$ cat config.mk
export PLATFORM = sky130hd
export DESIGN_NAME = io_bridge_pcie_control
export DESIGN_NICKNAME = d
export VERILOG_FILES = /design/src/pkg/io_bridge_pkg.sv /design/src/rtl/io_bridge_pcie_control.sv
export SDC_FILE = /design/constraint.sdc
export NUM_CORES = 1
export LEC_CHECK = 0
export BUFFER_PORTS_ARGS = -buffer_cell sky130_fd_sc_hd__buf_2
export CAP_MARGIN = 10
export CORE_ASPECT_RATIO = 1.4
export CORE_UTILIZATION = 50
export DETAILED_ROUTE_END_ITERATION = 12
export PLACE_DENSITY_LB_ADDON = 0.1
export SETUP_SLACK_MARGIN = 0.15
export SYNTH_ARGS = -nofsm -noshare
export SYNTH_HDL_FRONTEND = slang
export SYNTH_SLANG_ARGS = --single-unit
$ cat constraint.sdc
create_clock -name sys_clk_i -period 6.02 [get_ports sys_clk_i]
set_input_delay 0.903 -clock sys_clk_i [delete_from_list [all_inputs] [get_ports sys_clk_i]]
set_output_delay 0.903 -clock sys_clk_i [all_outputs]
set_load 0.1 [all_outputs]
$ cat src/pkg/io_bridge_pkg.sv
// Package for the I/O bridge control block: indexed offsets, field positions, resets.
// Assumes the registers sit behind a 7-bit index / 32-bit data pair on the host clock.
package io_bridge_pkg;

    // ------------------------------------------------------------
    // Index pair layout
    // ------------------------------------------------------------
    localparam int unsigned INDEX_ADDR_W   = 7;
    localparam int unsigned INDEX_WREN_BIT = 7;

    // ------------------------------------------------------------
    // Indexed register offsets
    // ------------------------------------------------------------
    localparam logic [6:0] LINK_CFG_IDX  = 7'h08;
    localparam logic [6:0] DMA_ARB_IDX   = 7'h09;
    localparam logic [6:0] CSR_CNT_IDX   = 7'h0a;
    localparam logic [6:0] PCIE_CNTL_IDX = 7'h0b;
    localparam logic [6:0] P2P_CNTL_IDX  = 7'h0c;

    // ------------------------------------------------------------
    // Reset values
    // ------------------------------------------------------------
    localparam logic [31:0] LINK_CFG_RST  = 32'h07e0_0030;
    localparam logic [31:0] DMA_ARB_RST   = 32'h0000_0000;
    localparam logic [31:0] CSR_CNT_RST   = 32'h0000_0000;
    localparam logic [31:0] PCIE_CNTL_RST = 32'h0040_0100;
    localparam logic [31:0] P2P_CNTL_RST  = 32'h0000_1700;

    // Writable masks (bit 16 of control is a hardware status bit)
    localparam logic [31:0] PCIE_CNTL_WMASK = 32'h1dfe_3f9f;
    localparam logic [31:0] P2P_CNTL_WMASK  = 32'h0000_7ffc;

    // ------------------------------------------------------------
    // Link configuration fields
    // ------------------------------------------------------------
    localparam int unsigned GP_HOLD_LO    = 20;
    localparam int unsigned GP_HOLD_N     = 7;
    localparam int unsigned GP_CAL_RST    = 30;
    localparam int unsigned GP_CORE_RST   = 31;

    // ------------------------------------------------------------
    // Control register fields
    // ------------------------------------------------------------
    localparam int unsigned DMA_RO_VAL     = 0;
    localparam int unsigned DMA_SNOOP_VAL  = 1;
    localparam int unsigned DMA_ATTR_EN    = 2;
    localparam int unsigned P2SB_DIS       = 3;
    localparam int unsigned BM_IGNORE      = 7;
    localparam int unsigned MST_ORDER_EN   = 8;
    localparam int unsigned NS_BLOCK       = 9;
    localparam int unsigned SN_BLOCK       = 10;
    localparam int unsigned MST_RO_VAL     = 11;
    localparam int unsigned MST_RO_EN      = 12;
    localparam int unsigned MST_NS_EN      = 13;
    localparam int unsigned EXT_PRESENT    = 16;
    localparam int unsigned EXT_RETRY_EN   = 17;
    localparam int unsigned RETRY_EN       = 18;
    localparam int unsigned INT_GROUP      = 19;
    localparam int unsigned SLOT_PWR_EN    = 20;
    localparam int unsigned SLOT_LIM_EN    = 21;
    localparam int unsigned INV_DMA_EN     = 22;
    localparam int unsigned PME_EN         = 23;
    localparam int unsigned LOCK_BYP_OFF   = 24;
    localparam int unsigned INV_DMA_MODE   = 26;
    localparam int unsigned RETRY_ID_CTL   = 28;

    // ------------------------------------------------------------
    // Peer bridge control fields
    // ------------------------------------------------------------
    localparam int unsigned HIDE_LO        = 2;
    localparam int unsigned HIDE_N         = 6;
    localparam int unsigned GFX_SYNC_EN    = 8;
    localparam int unsigned SB_SYNC_EN     = 9;
    localparam int unsigned MSG_SYNC_EN    = 10;
    localparam int unsigned LINKDOWN_RST   = 11;
    localparam int unsigned NONDEV0_FWD    = 12;

    localparam logic [15:0] RETRY_ID_VALUE = 16'h0001;

endpackage

$ cat src/rtl/io_bridge_pcie_control.sv
// Control registers of the I/O bridge and the request steering they apply.
// Assumes all inputs are synchronous to sys_clk_i; index/data reached over plain ports.
//
// Overview of operation
// RQ1 - Port hold bits block link training while set; ports one to six default held.
// RQ2 - Calibration reset bit holds GP link calibration logic in reset.
// RQ3 - Global reset bit holds GP link core logic in reset.
// RQ4 - Attribute override replaces DMA relaxed-order and snoop with stored values.
// RQ5 - Peer disable blocks peer transactions targeting the southbridge.
// RQ6 - Bus master ignore drops southbridge bus-master trigger events.
// RQ7 - Master read ordering enforced while ordering bit set, default set.
// RQ8 - With arbitration off, block nonsnoop or snoop DMA per block bits.
// RQ9 - Master relaxed-order override applies stored value to master requests.
// RQ10 - Master nonsnoop enable marks master requests nonsnoop.
// RQ11 - Retry handling only when enabled; external devices only when also enabled.
// RQ12 - Status bit reports an external device is plugged in.
// RQ13 - Interrupt group select maps legacy lines to A-D or E-H.
// RQ14 - Slot power and slot limit messages forwarded only when enabled.
// RQ15 - Invalid DMA handling: mode 0 unsupported completion, mode 1 drop.
// RQ16 - PME turn-off and acknowledge exchanged only while enabled.
// RQ17 - Lock ordering bypass disabled for locked transactions when bit set.
// RQ18 - Retry responses return ID 0x0001 when control is zero.
// RQ19 - Bridge of device N hidden when hide bit N set, N two to seven.
// RQ20 - Graphics, southbridge, message paths double-flopped when enabled, default on.
// RQ21 - Link-down with reset enable clears shadowed PCIe registers.
// RQ22 - Type-0 config not to device 0 forwarded to southbridge when enabled.
// RQ23 - Index register holds 7-bit index and write enable; data writes gated.
// RQ24 - Control bits reset to defaults and read back last written value.
`timescale 1ns/100ps

module io_bridge_pcie_control
    import io_bridge_pkg::*;
#(
    parameter int unsigned GFX_W = 8,
    parameter int unsigned SB_W  = 8,
    parameter int unsigned MSG_W = 8
) (
    input  wire logic        sys_clk_i,
    input  wire logic        sys_rst_i,
    // Index / data access
    input  wire logic        index_wr_i,
    input  wire logic [31:0] index_wdata_i,
    output logic      [31:0] index_rdata_o,
    input  wire logic        data_wr_i,
    input  wire logic [31:0] data_wdata_i,
    output logic      [31:0] data_rdata_o,
    // Link side
    output logic      [6:0]  gp_training_hold_o,
    output logic             gp_calibration_reset_o,
    output logic             gp_core_reset_o,
    input  wire logic        link_down_i,
    output logic             shadow_reset_o,
    // DMA attributes
    input  wire logic        dma_req_i,
    input  wire logic        dma_ro_i,
    input  wire logic        dma_snoop_i,
    input  wire logic        dma_invalid_i,
    input  wire logic        dma_posted_i,
    input  wire logic        pm_arbitration_off_i,
    output logic             dma_ro_o,
    output logic             dma_snoop_o,
    output logic             dma_block_o,
    output logic             dma_drop_o,
    output logic             dma_unsupported_o,
    // Master attributes
    input  wire logic        mst_ro_i,
    output logic             mst_ro_o,
    output logic             mst_nonsnoop_o,
    output logic             mst_read_order_o,
    output logic             lock_bypass_allow_o,
    // Peer and bus-master events
    input  wire logic        p2p_to_sb_i,
    output logic             p2p_allow_o,
    input  wire logic        bm_event_i,
    output logic             bm_event_o,
    // Retry handling
    input  wire logic        external_device_present_i,
    output logic             retry_handling_o,
    output logic             ext_retry_handling_o,
    output logic             retry_id_valid_o,
    output logic      [15:0] retry_id_o,
    // Interrupts and messages
    input  wire logic [3:0]  legacy_int_i,
    output logic      [7:0]  legacy_int_o,
    input  wire logic        slot_power_msg_i,
    output logic             slot_power_msg_o,
    input  wire logic        slot_limit_msg_i,
    output logic             slot_limit_msg_o,
    input  wire logic        pme_msg_i,
    output logic             pme_msg_o,
    // Configuration decode
    input  wire logic        cfg_req_i,
    input  wire logic        cfg_type0_ext_i,
    input  wire logic [4:0]  cfg_device_i,
    output logic             cfg_to_sb_o,
    output logic             cfg_hidden_o,
    // Synchronised paths
    input  wire logic [GFX_W-1:0] gfx_path_i,
    output logic      [GFX_W-1:0] gfx_path_o,
    input  wire logic [SB_W-1:0]  sb_path_i,
    output logic      [SB_W-1:0]  sb_path_o,
    input  wire logic [MSG_W-1:0] msg_path_i,
    output logic      [MSG_W-1:0] msg_path_o
);

    // Elaboration check: path widths must be non-zero
    if (GFX_W == 0 || SB_W == 0 || MSG_W == 0) begin : g_bad_width
        $error("path widths must be at least one");
    end

    // ------------------------------------------------------------
    // Register storage
    // ------------------------------------------------------------
    logic [6:0]  index_ptr;
    logic        index_wren;
    logic [31:0] link_cfg;
    logic [31:0] dma_arb;
    logic [31:0] csr_cnt;
    logic [31:0] pcie_cntl;
    logic [31:0] p2p_cntl;
    logic        data_we;
    logic        shadow_clear;

    assign data_we      = data_wr_i && index_wren;                           // [RQ23]
    assign shadow_clear = link_down_i && p2p_cntl[LINKDOWN_RST];            // [RQ21]

    // Index register: pointer plus write enable
    always_ff @(posedge sys_clk_i) begin
        if (sys_rst_i) begin
            index_ptr  <= 7'h00;
            index_wren <= 1'b0;
        end else if (index_wr_i) begin
            index_ptr  <= index_wdata_i[INDEX_ADDR_W-1:0];                  // [RQ23]
            index_wren <= index_wdata_i[INDEX_WREN_BIT];
        end
    end

    // Link configuration; treated as shadowed PCIe state
    always_ff @(posedge sys_clk_i) begin
        if (sys_rst_i || shadow_clear) begin
            link_cfg <= LINK_CFG_RST;                                        // [RQ24] [RQ21]
        end else if (data_we && index_ptr == LINK_CFG_IDX) begin
            link_cfg <= data_wdata_i;
        end
    end

    // Arbiter and retry counters, plain storage
    always_ff @(posedge sys_clk_i) begin
        if (sys_rst_i) begin
            dma_arb <= DMA_ARB_RST;
            csr_cnt <= CSR_CNT_RST;
        end else begin
            if (data_we && index_ptr == DMA_ARB_IDX) begin
                dma_arb <= data_wdata_i;
            end
            if (data_we && index_ptr == CSR_CNT_IDX) begin
                csr_cnt <= data_wdata_i;
            end
        end
    end

    // Control register; presence bit follows hardware, not software
    always_ff @(posedge sys_clk_i) begin
        if (sys_rst_i) begin
            pcie_cntl <= PCIE_CNTL_RST;
        end else begin
            if (data_we && index_ptr == PCIE_CNTL_IDX) begin
                pcie_cntl <= data_wdata_i & PCIE_CNTL_WMASK;
            end else begin
                pcie_cntl <= pcie_cntl & PCIE_CNTL_WMASK;
            end
            pcie_cntl[EXT_PRESENT] <= external_device_present_i;            // [RQ12]
        end
    end

    // Peer bridge control
    always_ff @(posedge sys_clk_i) begin
        if (sys_rst_i) begin
            p2p_cntl <= P2P_CNTL_RST;
        end else if (data_we && index_ptr == P2P_CNTL_IDX) begin
            p2p_cntl <= data_wdata_i & P2P_CNTL_WMASK;
        end
    end

    // ------------------------------------------------------------
    // Read path, registered data outputs
    // ------------------------------------------------------------
    logic [31:0] next_data;

    // Unknown indices read zero
    always_comb begin
        case (index_ptr)
            LINK_CFG_IDX:  next_data = link_cfg;                             // [RQ24]
            DMA_ARB_IDX:   next_data = dma_arb;
            CSR_CNT_IDX:   next_data = csr_cnt;
            PCIE_CNTL_IDX: next_data = pcie_cntl;
            P2P_CNTL_IDX:  next_data = p2p_cntl;
            default:       next_data = 32'h0000_0000;
        endcase
    end

    always_ff @(posedge sys_clk_i) begin
        if (sys_rst_i) begin
            data_rdata_o  <= 32'h0000_0000;
            index_rdata_o <= 32'h0000_0000;
        end else begin
            data_rdata_o  <= next_data;
            index_rdata_o <= {24'h00_0000, index_wren, index_ptr};
        end
    end

    // ------------------------------------------------------------
    // Link reset and training control
    // ------------------------------------------------------------
    always_ff @(posedge sys_clk_i) begin
        if (sys_rst_i) begin
            gp_training_hold_o     <= LINK_CFG_RST[GP_HOLD_LO +: GP_HOLD_N];
            gp_calibration_reset_o <= LINK_CFG_RST[GP_CAL_RST];
            gp_core_reset_o        <= LINK_CFG_RST[GP_CORE_RST];
            shadow_reset_o         <= 1'b0;
        end else begin
            gp_training_hold_o     <= link_cfg[GP_HOLD_LO +: GP_HOLD_N];     // [RQ1]
            gp_calibration_reset_o <= link_cfg[GP_CAL_RST];                 // [RQ2]
            gp_core_reset_o        <= link_cfg[GP_CORE_RST];                // [RQ3]
            shadow_reset_o         <= shadow_clear;                          // [RQ21]
        end
    end

    // ------------------------------------------------------------
    // DMA and master request steering
    // ------------------------------------------------------------
    // Registered so attribute changes never glitch a request mid-cycle
    always_ff @(posedge sys_clk_i) begin
        if (sys_rst_i) begin
            dma_ro_o          <= 1'b0;
            dma_snoop_o       <= 1'b0;
            dma_block_o       <= 1'b0;
            dma_drop_o        <= 1'b0;
            dma_unsupported_o <= 1'b0;
        end else begin
            dma_ro_o    <= pcie_cntl[DMA_ATTR_EN] ? pcie_cntl[DMA_RO_VAL]
                                                  : dma_ro_i;                // [RQ4]
            dma_snoop_o <= pcie_cntl[DMA_ATTR_EN] ? pcie_cntl[DMA_SNOOP_VAL]
                                                  : dma_snoop_i;             // [RQ4]
            dma_block_o <= dma_req_i && pm_arbitration_off_i &&
                           ((!dma_snoop_i && pcie_cntl[NS_BLOCK]) ||
                            (dma_snoop_i && pcie_cntl[SN_BLOCK]));           // [RQ8]
            dma_drop_o  <= dma_req_i && dma_invalid_i && pcie_cntl[INV_DMA_EN] &&
                           pcie_cntl[INV_DMA_MODE];                          // [RQ15]
            dma_unsupported_o <= dma_req_i && dma_invalid_i &&
                                 pcie_cntl[INV_DMA_EN] &&
                                 !pcie_cntl[INV_DMA_MODE] && !dma_posted_i;  // [RQ15]
        end
    end

    always_ff @(posedge sys_clk_i) begin
        if (sys_rst_i) begin
            mst_ro_o            <= 1'b0;
            mst_nonsnoop_o      <= 1'b0;
            mst_read_order_o    <= PCIE_CNTL_RST[MST_ORDER_EN];
            lock_bypass_allow_o <= 1'b1;
        end else begin
            mst_ro_o            <= pcie_cntl[MST_RO_EN] ? pcie_cntl[MST_RO_VAL]
                                                        : mst_ro_i;          // [RQ9]
            mst_nonsnoop_o      <= pcie_cntl[MST_NS_EN];                     // [RQ10]
            mst_read_order_o    <= pcie_cntl[MST_ORDER_EN];                  // [RQ7]
            lock_bypass_allow_o <= !pcie_cntl[LOCK_BYP_OFF];                 // [RQ17]
        end
    end

    // ------------------------------------------------------------
    // Events, messages, retry and interrupts
    // ------------------------------------------------------------
    always_ff @(posedge sys_clk_i) begin
        if (sys_rst_i) begin
            p2p_allow_o      <= 1'b0;
            bm_event_o       <= 1'b0;
            slot_power_msg_o <= 1'b0;
            slot_limit_msg_o <= 1'b0;
            pme_msg_o        <= 1'b0;
            legacy_int_o     <= 8'h00;
        end else begin
            p2p_allow_o      <= p2p_to_sb_i && !pcie_cntl[P2SB_DIS];         // [RQ5]
            bm_event_o       <= bm_event_i && !pcie_cntl[BM_IGNORE];         // [RQ6]
            slot_power_msg_o <= slot_power_msg_i && pcie_cntl[SLOT_PWR_EN];  // [RQ14]
            slot_limit_msg_o <= slot_limit_msg_i && pcie_cntl[SLOT_LIM_EN];  // [RQ14]
            pme_msg_o        <= pme_msg_i && pcie_cntl[PME_EN];              // [RQ16]
            legacy_int_o     <= pcie_cntl[INT_GROUP] ? {legacy_int_i, 4'h0}
                                                     : {4'h0, legacy_int_i}; // [RQ13]
        end
    end

    always_ff @(posedge sys_clk_i) begin
        if (sys_rst_i) begin
            retry_handling_o     <= 1'b0;
            ext_retry_handling_o <= 1'b0;
            retry_id_valid_o     <= 1'b1;
            retry_id_o           <= RETRY_ID_VALUE;
        end else begin
            retry_handling_o     <= pcie_cntl[RETRY_EN];                     // [RQ11]
            ext_retry_handling_o <= pcie_cntl[RETRY_EN] &&
                                    pcie_cntl[EXT_RETRY_EN];                 // [RQ11]
            retry_id_valid_o     <= !pcie_cntl[RETRY_ID_CTL];                // [RQ18]
            retry_id_o           <= pcie_cntl[RETRY_ID_CTL] ? 16'h0000
                                                            : RETRY_ID_VALUE;
        end
    end

    // ------------------------------------------------------------
    // Configuration decode
    // ------------------------------------------------------------
    logic hide_hit;

    // Hide bit index equals device number, devices two to seven only
    assign hide_hit = (cfg_device_i >= 5'h02) && (cfg_device_i <= 5'h07) &&
                      p2p_cntl[cfg_device_i[2:0]];                          // [RQ19]

    always_ff @(posedge sys_clk_i) begin
        if (sys_rst_i) begin
            cfg_to_sb_o  <= 1'b0;
            cfg_hidden_o <= 1'b0;
        end else begin
            cfg_hidden_o <= cfg_req_i && hide_hit;                          // [RQ19]
            cfg_to_sb_o  <= cfg_req_i && cfg_type0_ext_i &&
                            cfg_device_i != 5'h00 && p2p_cntl[NONDEV0_FWD]; // [RQ22]
        end
    end

    // ------------------------------------------------------------
    // Optional double-flop paths
    // ------------------------------------------------------------
    // Bypass trades metastability margin for two cycles less latency
    logic [GFX_W-1:0] gfx_s1, gfx_s2;
    logic [SB_W-1:0]  sb_s1, sb_s2;
    logic [MSG_W-1:0] msg_s1, msg_s2;

    always_ff @(posedge sys_clk_i) begin
        if (sys_rst_i) begin
            gfx_s1 <= '0;
            gfx_s2 <= '0;
            sb_s1  <= '0;
            sb_s2  <= '0;
            msg_s1 <= '0;
            msg_s2 <= '0;
        end else begin
            gfx_s1 <= gfx_path_i;
            gfx_s2 <= gfx_s1;
            sb_s1  <= sb_path_i;
            sb_s2  <= sb_s1;
            msg_s1 <= msg_path_i;
            msg_s2 <= msg_s1;
        end
    end

    assign gfx_path_o = p2p_cntl[GFX_SYNC_EN] ? gfx_s2 : gfx_path_i;       // [RQ20]
    assign sb_path_o  = p2p_cntl[SB_SYNC_EN]  ? sb_s2  : sb_path_i;        // [RQ20]
    assign msg_path_o = p2p_cntl[MSG_SYNC_EN] ? msg_s2 : msg_path_i;       // [RQ20]

endmodule

== After elaboration in Yosys (flattened, before gate mapping) ==
Cells that the tools add are included.
Operators by class
  multiplexer cells: 10
  reductions and logical operators: 40
  bitwise gates (word level): 1
  eq/ne operators: 5
  $lt $le $gt $ge: 3
Operators with widths (count)
  $pmux W32 S5: 1
  $eq A7 B4 Y1 const B: 5
  $logic_and A1 B1 Y1: 28
  $mux W8: 3
  $logic_not A1 Y1: 7
  $lt A3 B6 Y1 const B: 1
  $ge A5 B2 Y1 const B: 1
  $le A5 B3 Y1 const B: 1
  $mux W1: 5
  $reduce_bool A5 Y1: 1
  $reduce_or A2 Y1: 2
  $bmux W1 S3: 1
  $logic_or A1 B1 Y1: 2
  $not A1 Y1: 1
Word-level totals
  bits of input ports: 117
  logic and storage cells: 102
  output and inout port bits: 141
  register bits after elaboration: 314

== Logic depth before layout (Yosys ltp) ==
  depth after elaboration: 4
  gate-level depth with buffers: 7
  mapped depth without buffers: 4

== Worst setup path after synthesis ==
No wires, ideal clock.
  kind: in2out
  start point: input gfx_path_i[0]
  end point: output gfx_path_o[0]
  buffers on the path: 0
  data arrival time: 1374 ps
  setup slack: 3743 ps
  stages: 1
  data required time: 5117 ps
  path through: mux2_2
Between the ends
  cells in the longest elaborated chain, start to end: 1
Ends and longest elaborated chain
  start: declaration: RTL line io_bridge_pcie_control.sv:98  | input wire logic [GFX_W-1:0] gfx_path_i,
  $mux W8: RTL line io_bridge_pcie_control.sv:355  | assign gfx_path_o = p2p_cntl[GFX_SYNC_EN] ? gfx_s2 : gfx_path_i;
  end: declaration: RTL line io_bridge_pcie_control.sv:99  | output logic [GFX_W-1:0] gfx_path_o,
No other way between the ends.

== Worst setup path after layout ==
  start point: register index_ptr[0]
  end point: register link_cfg[11]
Between the ends
  cells in the longest elaborated chain, start to end: 2
Ends and longest elaborated chain
  start: declaration: RTL line io_bridge_pcie_control.sv:114  | logic [6:0] index_ptr;
  start signal: assignment: RTL line io_bridge_pcie_control.sv:133  | index_ptr <= index_wdata_i[INDEX_ADDR_W-1:0];
  $eq A7 B4 Y1: RTL line io_bridge_pcie_control.sv:142  | end else if (data_we && index_ptr == LINK_CFG_IDX) begin
  $logic_and A1 B1 Y1: RTL line io_bridge_pcie_control.sv:142
  end signal: assignment: RTL line io_bridge_pcie_control.sv:143  | link_cfg <= data_wdata_i;
  end: declaration: RTL line io_bridge_pcie_control.sv:116  | logic [31:0] link_cfg;
No other way between the ends.
A chain may end at the register's enable or synchronous reset.

==> results_dict.tcl <==
set metrics [dict create \
    run_status "complete, no violations" \
    max_slew.worst_pin.slew_ns 1.189 \
    crit_path_cell_trace "nor2_1 -> buf_4 -> nor4b_4 -> buf_4 -> nand2_1 -> a21oi_1" \
    drc 0 \
    ctsHoldBuffers 0 \
    io_buffers 194 \
    cts_num_sinks 266 \
    fmax_ghz 0.3212 \
    cp_max_fo 29 \
    area_growth_pct 16.69 \
    crit_start "index_ptr[0]" \
    clk_latency_ns 0.51 \
    wire_per_inst_microns 15.70 \
    finClkSkew_ns 0.009924 \
    critical-path-top-delay-family "simple AND/OR/NAND/NOR gates" \
    r2r-start "index_ptr[0]" \
    vias_per_cell 5.110 \
    gr-total-overflow 0 \
    relSlewSlack_pct 20.70 \
    top_layer "met5" \
    die_w_microns 121.4 \
    path_common_cell "buf_4" \
    nets 1335 \
    hold_ws_ns 0.4188 \
    min_to "lock_bypass_allow_o" \
    slew_violations 0 \
    min-delay-path-class "reg2reg" \
    crit_path_start_kind "flip-flop" \
    start_util_pct 51.55 \
    setup_viol 0 \
    ff2ff_path_depth 6 \
    yosysWarningCount 0 \
    layout-drive-gt1-share_pct 25.65 \
    period_minus_slack_ns 3.113 \
    die-area_sq_um 20550 \
    ctsResizeCount 0 \
    fin_util_pct 60.16 \
    ctsRootBufferMaster "clkbuf_16" \
    dieHeight_microns 169.2 \
    layout_common_cells "dfxtp_1 (264), nand2_1 (248), buf_2 (193), a21oi_1 (132), nor2b_1 (81)" \
    end_kind "flip-flop" \
    first_global_vias 7178 \
    dr_total_vias 7588 \
    dr_wl_met3_microns 1330 \
    antenna_found_initial 1 \
    wl_met1_microns 9574 \
    core_sq_um 19370 \
    grt.total_usage_pct 22.82 \
    maxCapViolations 0 \
    path_class "reg2reg" \
    yosysUniqueCellTypes 42 \
    routed_wl_microns 23310 \
    syn_avg_cell_area_sq_um 9.437 \
    dp_slack_ns 2.937 \
    wl_met2_microns 11790 \
    setup_ws_ns 2.907 \
    clk_pin_slew_ns 0.07 \
    globalplace.congestion 0.7643 \
    ant_nets 0 \
    hold_path.startpoint "pcie_cntl[24]" \
    finalCritPeriodShare_pct 51.71 \
    p_leak_nw 4.719 \
    async_flop_share_pct 0 \
    rsz0062_at_grt "false" \
    syn_inst 1058 \
    ys_seq_area_share_pct 53.33 \
    drtIter0Drc 500 \
    synth_edf_count 0 \
    post-cts-setup-buffers 0 \
    cts_buffers 25 \
    cts_htree_levels 1 \
    worstPathRequired_ns 6.45 \
    critPathBufInv 2 \
    irDropWorstVdd_mv 0.1914 \
    ios 258 \
    grt_pass1_wl_microns 37050 \
    rows 60 \
    power_density_nw_per_um2 317.2 \
    mostFrequentLayoutCell "dfxtp_1" \
    dp_hpwl_microns 14670 \
    cts.path.max_buffers 3 \
    finalHoldViolations 0 \
    crit_path_max_incr_delay_ns 0.88 \
    cp_data_arrival_time_ns 3.54 \
    cts_tree "yes" \
    hold_depth 1 \
    ff2ff_setup_slack_ns 2.91 \
    synth_seq_cells 266 \
    cp_slowest_cell "nor4b_4" \
    worstReg2RegEnd "link_cfg[11]" \
    drt_first_pass_iters 5 \
    setup_tns_ns 0 \
    grt_max_degree 118 \
    synthFlopType "dfxtp_1" \
    syn_area_sq_um 9985 \
]
-- power breakdown --
group | switching, mW | internal [mW] | leakage (nW) | total (mW)
Sequential | 0.0150 | 1.79 | 2.16 | 1.80
Combinational | 0.301 | 0.0753 | 2.17 | 0.376
Clock | 0.647 | 0.869 | 0.394 | 1.52
Total | 0.963 | 2.73 | 4.72 | 3.70
-- per-layer routing --
metal | vias to the layer above | global-route usage [%]
li1 | 3738 | -
met1 | 3559 | 27.84
met2 | 243 | 40.88
met3 | 46 | 3.125
met4 | 2 | 7.407
met5 | - | 0
-- how the worst max path moves through the flow --
| stage | slack (ns) | cells after the start | to |
|---|---|---|---|
| final | 2.91 | 6 | link_cfg[11] |
| after global routing | 2.68 | 6 | link_cfg[3] |
| after CTS | 2.90 | 6 | link_cfg[28] |
| after detailed placement | 2.94 | 6 | link_cfg[28] |
| after global placement | 2.92 | 6 | link_cfg[7] |
| after floorplan | 3.74 | 1 | gfx_path_o[0] |
-- state kept, by name (all words and copies together) (netlist names), 13 cells and up --
register	cells
dma_arb	32
pcie_cntl	24
data_rdata_o	32
csr_cnt	32
link_cfg	32
p2p_cntl	13
-- synthesized netlist by cell type (2+ instances only) --
cell | n | share of area [%]
nand4b_1 | 3 | 0.26
nor2_1 | 45 | 1.7
or2_2 | 8 | 0.50
buf_6 | 7 | 0.79
nor3b_1 | 2 | 0.15
a21oi_1 | 132 | 6.6
mux2_2 | 44 | 5.0
dfxtp_1 | 266 | 53
buf_4 | 40 | 3.0
a22oi_1 | 11 | 0.83
and2_1 | 10 | 0.63
nor4b_4 | 3 | 0.71
nand2_1 | 248 | 9.3
a211oi_1 | 5 | 0.38
buf_2 | 13 | 0.65
and3b_1 | 3 | 0.26
inv_1 | 2 | 0.075
and4_1 | 2 | 0.18
nand3_1 | 9 | 0.45
nor2b_1 | 81 | 5.1
nor3_1 | 8 | 0.40
nand2b_1 | 5 | 0.31
clkbuf_1 | 47 | 1.8
mux4_2 | 14 | 3.2
o32a_1 | 2 | 0.20
buf_1 | 3 | 0.11
nand4_1 | 2 | 0.13
mux2i_1 | 29 | 2.9
-- cell type report --
cell class / count / area [sq um]
sequential: 266 / 5328
tap: 248 / 310.3
antenna: 1 / 2.502
clock buffer: 37 / 720.7
fill: 1784 / 7717
clock inverter: 8 / 65.06
multi-input combinational: 716 / 4143
inverter: 2 / 7.507
timing repair buffer: 207 / 1075
-- per-stage QoR --
stage          cell area, sq um  instances  power, mW
2_1_floorplan             10130       1096      2.156
3_3_place_gp              10860       1439      2.216
3_5_place_dp              10860       1439      2.218
4_1_cts                   11650       1484      3.725
5_1_grt                   11650       1484      3.826
6_report                  11650       1485      3.695
-- cell families after synthesis --
group / count (synthesis) / share of synthesized area (%)
AND/OR/NAND/NOR: 435 / 20.63
flip-flops: 266 / 53.33
AO/OA/AOI/OAI: 155 / 8.371
buffers and inverters: 114 / 6.604
multiplexers: 87 / 11.03
other: 1 / 0.03756
(Power assumes the default switching activity.)
